--- src/hdl/aer_regs_consts.svh ---
// Offsets, field positions, reset values and access masks of the error register bank.
// Assumes byte offsets into the port's extended configuration space.
`ifndef AER_REGS_CONSTS_SVH
`define AER_REGS_CONSTS_SVH

`define AER_ADDR_W 12
`define AER_OFS_UNC_MASK 12'h108
`define AER_OFS_UNC_SEV 12'h10c
`define AER_OFS_COR_STATUS 12'h110

`define AER_UNC_MASK_RESET 32'h0000_0000
`define AER_UNC_SEV_RESET 32'h0003_2030
`define AER_COR_STATUS_RESET 32'h0000_0000

// Writable bits of mask and severity: 20:12, 5, 4
`define AER_UNC_RW_BITS 32'h001f_f030
// Implemented correctable status bits: 13, 12, 8, 7, 6, 0
`define AER_COR_BITS 32'h0000_31c1

`define AER_FLOW_CTRL_BIT 13
`define AER_POISONED_PKT_BIT 12
`define AER_SURPRISE_DOWN_BIT 5
`define AER_LINK_PROTOCOL_BIT 4

`define AER_ADVISORY_NONFATAL_BIT 13
`define AER_REPLAY_TIMER_EXPIRED_BIT 12
`define AER_REPLAY_ROLLOVER_BIT 8
`define AER_BAD_LINK_PACKET_BIT 7
`define AER_BAD_TRANSACTION_PACKET_BIT 6
`define AER_RX_DECODE_ERR_BIT 0

`endif

--- src/hdl/aer_pkg.sv ---
// Types shared by the error register bank modules.
// Assumes the constants header is included by the users.
package aer_pkg;

    typedef struct packed {
        logic [31:0] mask;
        logic [31:0] sev;
        logic [31:0] rdata;
        logic rvalid;
    } aer_bank_t;

    typedef struct packed {
        logic pend_fatal;
        logic pend_nonfatal;
    } aer_msg_t;

endpackage : aer_pkg

--- src/hdl/aer_ev_if.sv ---
// Carrier for newly detected unmasked uncorrectable errors, sorted by severity.
// Assumes both ends share one clock.
`timescale 1ns/1ps
interface aer_ev_if;
    logic fatal;
    logic nonfatal;
    modport src (output fatal, output nonfatal);
    modport snk (input fatal, input nonfatal);
endinterface : aer_ev_if

--- src/hdl/aer_regs.sv ---
// Uncorrectable mask, uncorrectable severity and correctable status registers of one port.
// Assumes a single-cycle configuration access port on the core clock, byte offsets.
`timescale 1ns/1ps
`include "aer_regs_consts.svh"
module aer_regs
    import aer_pkg::*;
(
    input wire logic clk_i,
    input wire logic rst_b_i,
    input wire logic cfg_rd_i,
    input wire logic cfg_wr_i,
    input wire logic [`AER_ADDR_W-1:0] cfg_addr_i,
    input wire logic [3:0] cfg_be_i,
    input wire logic [31:0] cfg_wdata_i,
    output logic [31:0] cfg_rdata_o,
    output logic cfg_rvalid_o,
    input wire logic [20:0] unc_err_i,
    input wire logic advisory_nonfatal_flag_i,
    input wire logic replay_timer_expired_i,
    input wire logic replay_rollover_i,
    input wire logic unacked_pending_i,
    input wire logic bad_link_packet_i,
    input wire logic bad_transaction_packet_i,
    input wire logic rx_decode_err_i,
    input wire logic msg_ready_i,
    output logic msg_valid_o,
    output logic msg_fatal_o,
    output logic [31:0] cor_status_o
);
    aer_bank_t cur;
    aer_bank_t next_cur;
    logic [31:0] be_bits;
    logic [31:0] unc_live;
    logic [31:0] cor_set;
    logic [31:0] cor_clr;
    logic [31:0] cor_status;
    logic wr_mask;
    logic wr_sev;
    logic wr_cor;

    aer_ev_if ev_if ();

    assign be_bits = {{8{cfg_be_i[3]}}, {8{cfg_be_i[2]}}, {8{cfg_be_i[1]}}, {8{cfg_be_i[0]}}};
    assign wr_mask = cfg_wr_i && (cfg_addr_i == `AER_OFS_UNC_MASK);
    assign wr_sev = cfg_wr_i && (cfg_addr_i == `AER_OFS_UNC_SEV);
    assign wr_cor = cfg_wr_i && (cfg_addr_i == `AER_OFS_COR_STATUS);

    always_comb begin
        next_cur = cur;
        next_cur.rvalid = cfg_rd_i;
        next_cur.rdata = '0;
        if (cfg_rd_i) begin
            // Reserved bits come back as zero; bit 0 reads zero in mask and severity, not in correctable status
            if (cfg_addr_i == `AER_OFS_UNC_MASK) begin
                next_cur.rdata = cur.mask & `AER_UNC_RW_BITS;
            end else if (cfg_addr_i == `AER_OFS_UNC_SEV) begin
                next_cur.rdata = cur.sev & `AER_UNC_RW_BITS;
            end else if (cfg_addr_i == `AER_OFS_COR_STATUS) begin
                next_cur.rdata = cor_status & `AER_COR_BITS;
            end else begin
                next_cur.rdata = '0;
            end
        end
        if (wr_mask) begin
            // Only the documented mask bits accept a write; bit 0 stays read-only
            next_cur.mask = (cur.mask & ~(be_bits & `AER_UNC_RW_BITS))
                | (cfg_wdata_i & be_bits & `AER_UNC_RW_BITS);
        end
        if (wr_sev) begin
            next_cur.sev = (cur.sev & ~(be_bits & `AER_UNC_RW_BITS))
                | (cfg_wdata_i & be_bits & `AER_UNC_RW_BITS);
        end
    end

    always_ff @(posedge clk_i or negedge rst_b_i) begin
        if (!rst_b_i) begin
            cur.mask <= `AER_UNC_MASK_RESET;
            cur.sev <= `AER_UNC_SEV_RESET;
            cur.rdata <= '0;
            cur.rvalid <= 1'b0;
        end else begin
            cur <= next_cur;
        end
    end

    assign cfg_rdata_o = cur.rdata;
    assign cfg_rvalid_o = cur.rvalid;

    // Only unmasked errors reach the message path; severity picks the kind
    assign unc_live = {11'h000, unc_err_i} & ~cur.mask & `AER_UNC_RW_BITS;
    assign ev_if.fatal = |(unc_live & cur.sev);
    assign ev_if.nonfatal = |(unc_live & ~cur.sev);

    always_comb begin
        cor_set = '0;
        cor_set[`AER_ADVISORY_NONFATAL_BIT] = advisory_nonfatal_flag_i;
        cor_set[`AER_REPLAY_TIMER_EXPIRED_BIT] =
            replay_timer_expired_i & unacked_pending_i;
        cor_set[`AER_REPLAY_ROLLOVER_BIT] = replay_rollover_i & unacked_pending_i;
        cor_set[`AER_BAD_LINK_PACKET_BIT] = bad_link_packet_i;
        cor_set[`AER_BAD_TRANSACTION_PACKET_BIT] = bad_transaction_packet_i;
        // Any decode error counts, whatever was being received
        cor_set[`AER_RX_DECODE_ERR_BIT] =
            rx_decode_err_i | bad_link_packet_i | bad_transaction_packet_i;
    end

    assign cor_clr = wr_cor ? (cfg_wdata_i & be_bits & `AER_COR_BITS) : '0;

    aer_sticky #(
        .W(32),
        .RESET_VAL(`AER_COR_STATUS_RESET)
    ) u_cor_status (
        .clk_i(clk_i),
        .rst_b_i(rst_b_i),
        .set_i(cor_set),
        .clr_i(cor_clr),
        .status_o(cor_status)
    );

    assign cor_status_o = cor_status;

    aer_msg_gen u_msg_gen (
        .clk_i(clk_i),
        .rst_b_i(rst_b_i),
        .ev(ev_if.snk),
        .msg_ready_i(msg_ready_i),
        .msg_valid_o(msg_valid_o),
        .msg_fatal_o(msg_fatal_o)
    );
endmodule : aer_regs

--- src/hdl/aer_sticky.sv ---
// Bank of sticky status bits: hardware sets, software clears by writing one.
// Assumes set and clear vectors are synchronous one-cycle requests.
`timescale 1ns/1ps
module aer_sticky #(
    parameter int W = 32,
    parameter logic [W-1:0] RESET_VAL = '0
) (
    input wire logic clk_i,
    input wire logic rst_b_i,
    input wire logic [W-1:0] set_i,
    input wire logic [W-1:0] clr_i,
    output logic [W-1:0] status_o
);
    typedef struct packed {
        logic [W-1:0] bits;
    } aer_sticky_t;

    aer_sticky_t cur;
    aer_sticky_t next_cur;

    // Set wins over a clear in the same cycle; writing zero leaves a bit alone
    always_comb begin
        next_cur = cur;
        next_cur.bits = (cur.bits & ~clr_i) | set_i;
    end

    always_ff @(posedge clk_i or negedge rst_b_i) begin
        if (!rst_b_i) begin
            cur <= '{bits: RESET_VAL};
        end else begin
            cur <= next_cur;
        end
    end

    assign status_o = cur.bits;
endmodule : aer_sticky

--- src/hdl/aer_msg_gen.sv ---
// Queues ERR_FATAL and ERR_NONFATAL requests toward the upstream message path.
// Assumes the sink takes a message when valid and ready are both high.
`timescale 1ns/1ps
module aer_msg_gen
    import aer_pkg::*;
(
    input wire logic clk_i,
    input wire logic rst_b_i,
    aer_ev_if.snk ev,
    input wire logic msg_ready_i,
    output logic msg_valid_o,
    output logic msg_fatal_o
);
    aer_msg_t cur;
    aer_msg_t next_cur;
    logic send;

    assign msg_valid_o = cur.pend_fatal | cur.pend_nonfatal;
    assign msg_fatal_o = cur.pend_fatal;
    assign send = msg_valid_o & msg_ready_i;

    // Fatal goes first; a new event in the send cycle stays pending
    always_comb begin
        next_cur = cur;
        if (send && cur.pend_fatal) begin
            next_cur.pend_fatal = 1'b0;
        end else if (send) begin
            next_cur.pend_nonfatal = 1'b0;
        end
        if (ev.fatal) begin
            next_cur.pend_fatal = 1'b1;
        end
        if (ev.nonfatal) begin
            next_cur.pend_nonfatal = 1'b1;
        end
    end

    always_ff @(posedge clk_i or negedge rst_b_i) begin
        if (!rst_b_i) begin
            cur <= '0;
        end else begin
            cur <= next_cur;
        end
    end
endmodule : aer_msg_gen

--- config.mk ---
export PLATFORM = sky130hd
export DESIGN_NAME = aer_regs
export DESIGN_NICKNAME = d
export VERILOG_FILES = /design/src/hdl/aer_pkg.sv /design/src/hdl/aer_ev_if.sv /design/src/hdl/aer_regs.sv /design/src/hdl/aer_sticky.sv /design/src/hdl/aer_msg_gen.sv
export VERILOG_INCLUDE_DIRS = /design/src /design/src/hdl
export SDC_FILE = /design/constraint.sdc
export NUM_CORES = 1
export LEC_CHECK = 0
export ABC_AREA = 0
export BUFFER_PORTS_ARGS = -buffer_cell sky130_fd_sc_hd__buf_2
export CAP_MARGIN = 20
export CORE_MARGIN = 4
export CORE_UTILIZATION = 45
export DETAILED_ROUTE_END_ITERATION = 10
export PLACE_DENSITY = 0.9
export RECOVER_POWER = 100
export SYNTH_ARGS = -nofsm -noshare
export SYNTH_HDL_FRONTEND = slang
export SYNTH_SLANG_ARGS = --single-unit
export TNS_END_PERCENT = 20
--- constraint.sdc ---
create_clock -name clk_i -period 2.7 [get_ports clk_i]
set_input_delay 0.54 -clock clk_i [delete_from_list [all_inputs] [get_ports clk_i]]
set_output_delay 0.54 -clock clk_i [all_outputs]
set_load 0.005 [all_outputs]
== Word level (Yosys, flattened, before mapping) ==
Index checks and enable logic that the tools add are counted.
Word-level totals
  memory bits (writable): 0
  logic and storage cells: 50
  bits in latches: 0
  memory bits (read-only): 0
  memories: 0
  output and inout port bits: 67
  flip-flop bits (word level): 131
  input port bits: 81
Operators by class
  bitwise logic cells: 20
  magnitude comparators: 0
  eq/ne operators: 4
  add/subtract/negate cells: 0
  div/mod/pow operators: 0
  shift-type cells: 0
  reduce and logical (&&, ||, !) cells: 9
  multipliers: 0
  mux-type cells: 10
Operators by type and width (number)
  $and 32x32->32: 3
  $mux 32: 3
  $and 21x32->32: 2
  $or 32x21->32: 2
  $reduce_or 32->1: 2
  $and 21x21->21: 2
  $eq 12x9->1 const B: 3
  $not 14->32: 1
  $not 21->32: 1
  $not 32->32: 1
  $or 32x14->32: 1
  $mux 14: 2
  $not 21->21: 1
  $mux 1: 5
  $logic_and 1x1->1: 4
  $reduce_bool 2->1: 2
  $and 1x1->1: 3
  $or 1x1->1: 3
  $ne 2x2->1 const B: 1
  $reduce_and 2->1: 1

== Longest topological paths before layout ==
  depth in word-level cells: 6
  depth in mapped cells: 6
  depth with buffers taken out: 4

== Cells and area by module ==
From an unflattened synthesis, not the netlist that was laid out.
Second synthesis, totals
  cell total of the unflattened synthesis: 295
  area total of the unflattened synthesis: 3427.0 sq um
Modules (own cells, without submodules)
  aer_regs: seq. area each 957.2 sq um, cells each 192, instances 1, area each 2183.3 sq um
  aer_sticky: seq. area each 800.8 sq um, cells each 96, instances 1, area each 1161.1 sq um
  aer_msg_gen: seq. area each 50.0 sq um, cells each 7, instances 1, area each 82.6 sq um

== Least setup slack after synthesis ==
No wires, ideal clock.
  kind: input to register
  start point: input cfg_addr_i[9]
  end point: register (tool-made name)
  buffers on the path: 1
  library setup time: 0.125 ns
  data arrival time: 2.406 ns
  required time: 2.575 ns
  setup slack: 0.169 ns
  stages: 5
  cell sequence: or4b_4 -> or4_4 -> buf_6 -> or3_4 -> mux2_4
RTL lines
  start: declaration: RTL line aer_regs.sv:12  | input wire logic [`AER_ADDR_W-1:0] cfg_addr_i,

==> metrics.yaml <==
clocking:
  cts-resized-gates: 0
  root_buffer: "clkbuf_8"
  cts_buffer_depth: 2
  clk_pin_slew_worst_paths_ns: 0.08
  cts-buffers-inserted: 5
  htree_levels: 2
  hold_buffers: 0
  cts_tree: "done"
  clkLatencyLatePin_ns: 0.29
  cts_setup_buffers: 0
  cts.sinks: 46
yosys:
  ys_seq_area_frac: 0.450
  ys_types: 39
  avgSynthCellArea_um2: 11.2
  ys_warn_count: 0
  synth-edff-count: 0
  synth_ff_type: "dfrtp_1"
  ys_ff_latch: 46
  syn_area_um2: 2570
  ys_async_sr_fraction: 1.00
  synth_top_area_share: 0.399
  yosys.area.top_type: "dfrtp_1"
  synth_area_leaders: "dfrtp_1 40%, buf_4 17%, mux2_2 7.0%"
  synthCells: 229
worst_setup_path:
  endpoint_kind: "flop"
  cp_slowest_cell: "or4b_1"
  path_class: "primary input to flop"
  critPathRequiredTime_ns: 2.88
  cp-start-kind: "primary input"
  cp_cell_sequence: "buf_2 > or4b_1 > or4_4 > nor3_2 > mux2_2"
  max_stage_delay_ns: 0.59
  cp-startpoint: "cfg_addr_i[9]"
  r2r_cells: 4
  critPathMaxFanout: 7
  cp.arrival_ns: 2.66
detailed_routing:
  drt-initial-drc-count: 93
  drtAntennaViolNets: 0
  viasPerCell: 4.92
  vias: 1811
  finalWirelength_um: 5470
  wl_per_cell_um: 14.9
  drtPass1Iterations: 4
  remaining_drc_errors: 0
die:
  num_rows: 27
  die_h_um: 83.6
  fp.dieW_um: 83.6
  fp.dieArea_um2: 6980
  io_pins: 148
  start_util: 0.467
  core_um2: 5510
pwr:
  pwr_density_cell_nw_per_um2: 446
  p_leak_nw: 1.39
  ir_drop_mv: 0.196
  p_total_mw: 1.26
sta:
  finalSetupTns_ns: 0
  finalSetupViolations: 0
  hold_ws_ns: 0.118
  min_period_ns: 2.48
  hold_violations: 0
  maxSlewHeadroom: 0.658
  finalMaxSlewViolations: 0
  max_freq_mhz: 404
  min_period_over_period: 0.918
  worst_slew_pin_slew_ns: 0.508
  rsz0062_at_grt: "no"
  fin_skew_ns: 0.00629
place:
  io_buffer_count: 76
  routabilityCongestion: 0.781
  dpl.cell_count: 359
  dp_hpwl_um: 4400
cells_and_area:
  nets: 376
  area_growth_syn_to_layout_pct: 9.69
  nFillCells: 502
  final_cells: 368
  multi_input_area_um2: 1050
  regArea_um2: 1160
  n_antenna_cell: 0
  drive_above_1_share: 0.334
global_routing:
  grtUsageTotal: 0.150
  overflow: 0
  grt_max_degree: 47
  antenna_found_initial: 1
  grt_pass1_vias: 1837
  grt_pass1_wl_um: 8520
status:
  outcome: "finished, final reports clean"
worst_hold_path:
  min_path_type: "primary input to asynchronous set/reset pin"
run:
  cap_viol_max_count: 0
==> metrics by stage <==
| stage | setup slack [ns] | util | area (um2) |
|---|---|---|---|
| floorplan | 0.169 | - | 2730 |
| global placement | 0.0840 | 0.501 | 2760 |
| detailed placement | 0.0545 | 0.501 | 2760 |
| CTS | 0.370 | 0.520 | 2860 |
| global route | 0.215 | 0.512 | 2820 |
| finish | 0.222 | 0.512 | 2820 |
==> cells in the final DEF (no fill, tap or decap), types with 3 or more instances in the layout <==
cell      synthesis  layout
mux2_4            6       3
clkbuf_1          3      18
nor4_1            4       4
nor2_1            9       9
clkbuf_8          0       7
and3_1            4       4
buf_2             0      60
dfstp_2           5       4
nand2_1           7       7
mux2_1            0       3
nor3b_1           9       9
inv_1             5       5
or3_1             2       4
nand4_1           6       6
mux2i_1           9       9
a21o_1            3       3
dfrtp_1          41      41
nand3b_1         10      10
conb_1            1      43
mux2_2           16      16
==> where the power goes <==
part,total (mW),internal (mW),switching [mW]
Sequential,0.692,0.691,0.00126
Clock,0.457,0.235,0.223
Combinational,0.107,0.0433,0.0640
==> worst paths after layout <==
path,to,slack (ns)
setup reg to reg,u_msg_gen.cur[0],1.15
hold / removal,cfg_rvalid_o,0.12
min in group clk_i,u_cor_status.status_o[13],0.43
hold reg to reg,u_cor_status.status_o[6],0.51
setup / recovery,flop,0.22
max in group asynchronous,asynchronous set/reset pin,1.99
==> critical path: cells and delay by family <==
kind                   cells  cell delay (ns)
buffers and inverters      1             0.09
AND/OR/NAND/NOR            3             1.62
multiplexers               1             0.41
==> synthesized netlist by cell type, types with 2 or more instances <==
library cell / instances
clkbuf_1: 3
nand2_1: 7
mux2_2: 16
or2_2: 2
nor3b_1: 9
a21oi_1: 2
a22o_1: 2
mux2_4: 6
o2111ai_1: 2
dfstp_2: 5
buf_4: 58
nand4_1: 6
o21ai_0: 2
nand2b_1: 2
and3_1: 4
a21o_1: 3
or4_1: 2
or3_1: 2
or3_4: 2
nor2_1: 9
mux2i_1: 9
nor3_1: 2
inv_1: 5
nand3b_1: 10
dfrtp_1: 41
nor4_1: 4
o31ai_1: 2
==> layout make-up <==
type,instances,share of cell area
Timing Repair Buffer,80,0.140
Sequential cell,46,0.411
Clock buffer,7,0.0342
Multi-Input combinational cell,157,0.373
Tap cell,72,0.0320
Inverter,5,0.00666
Clock inverter,1,0.00311
==> logic make-up (layout without fill, tap and decap cells) <==
kind of cell | Yosys count | count (layout) | synth area share
other cells | 1 | 43 | 0.00146
buf+inv | 68 | 93 | 0.187
mux | 31 | 31 | 0.140
simple gates | 67 | 67 | 0.175
flops | 46 | 46 | 0.450
compound gates | 16 | 16 | 0.0458
==> layer usage <==
| metal | part of all wire | vias up | GRT usage |
|---|---|---|---|
| met5 | 0.0013 | - | 0 |
| met4 | 0.017 | 2 | 0.0424 |
| met3 | 0.081 | 10 | 0.0375 |
| met2 | 0.53 | 91 | 0.288 |
| met1 | 0.37 | 875 | 0.159 |
| li1 | - | 833 | - |
No activity file was read; power rests on OpenSTA's default activity.
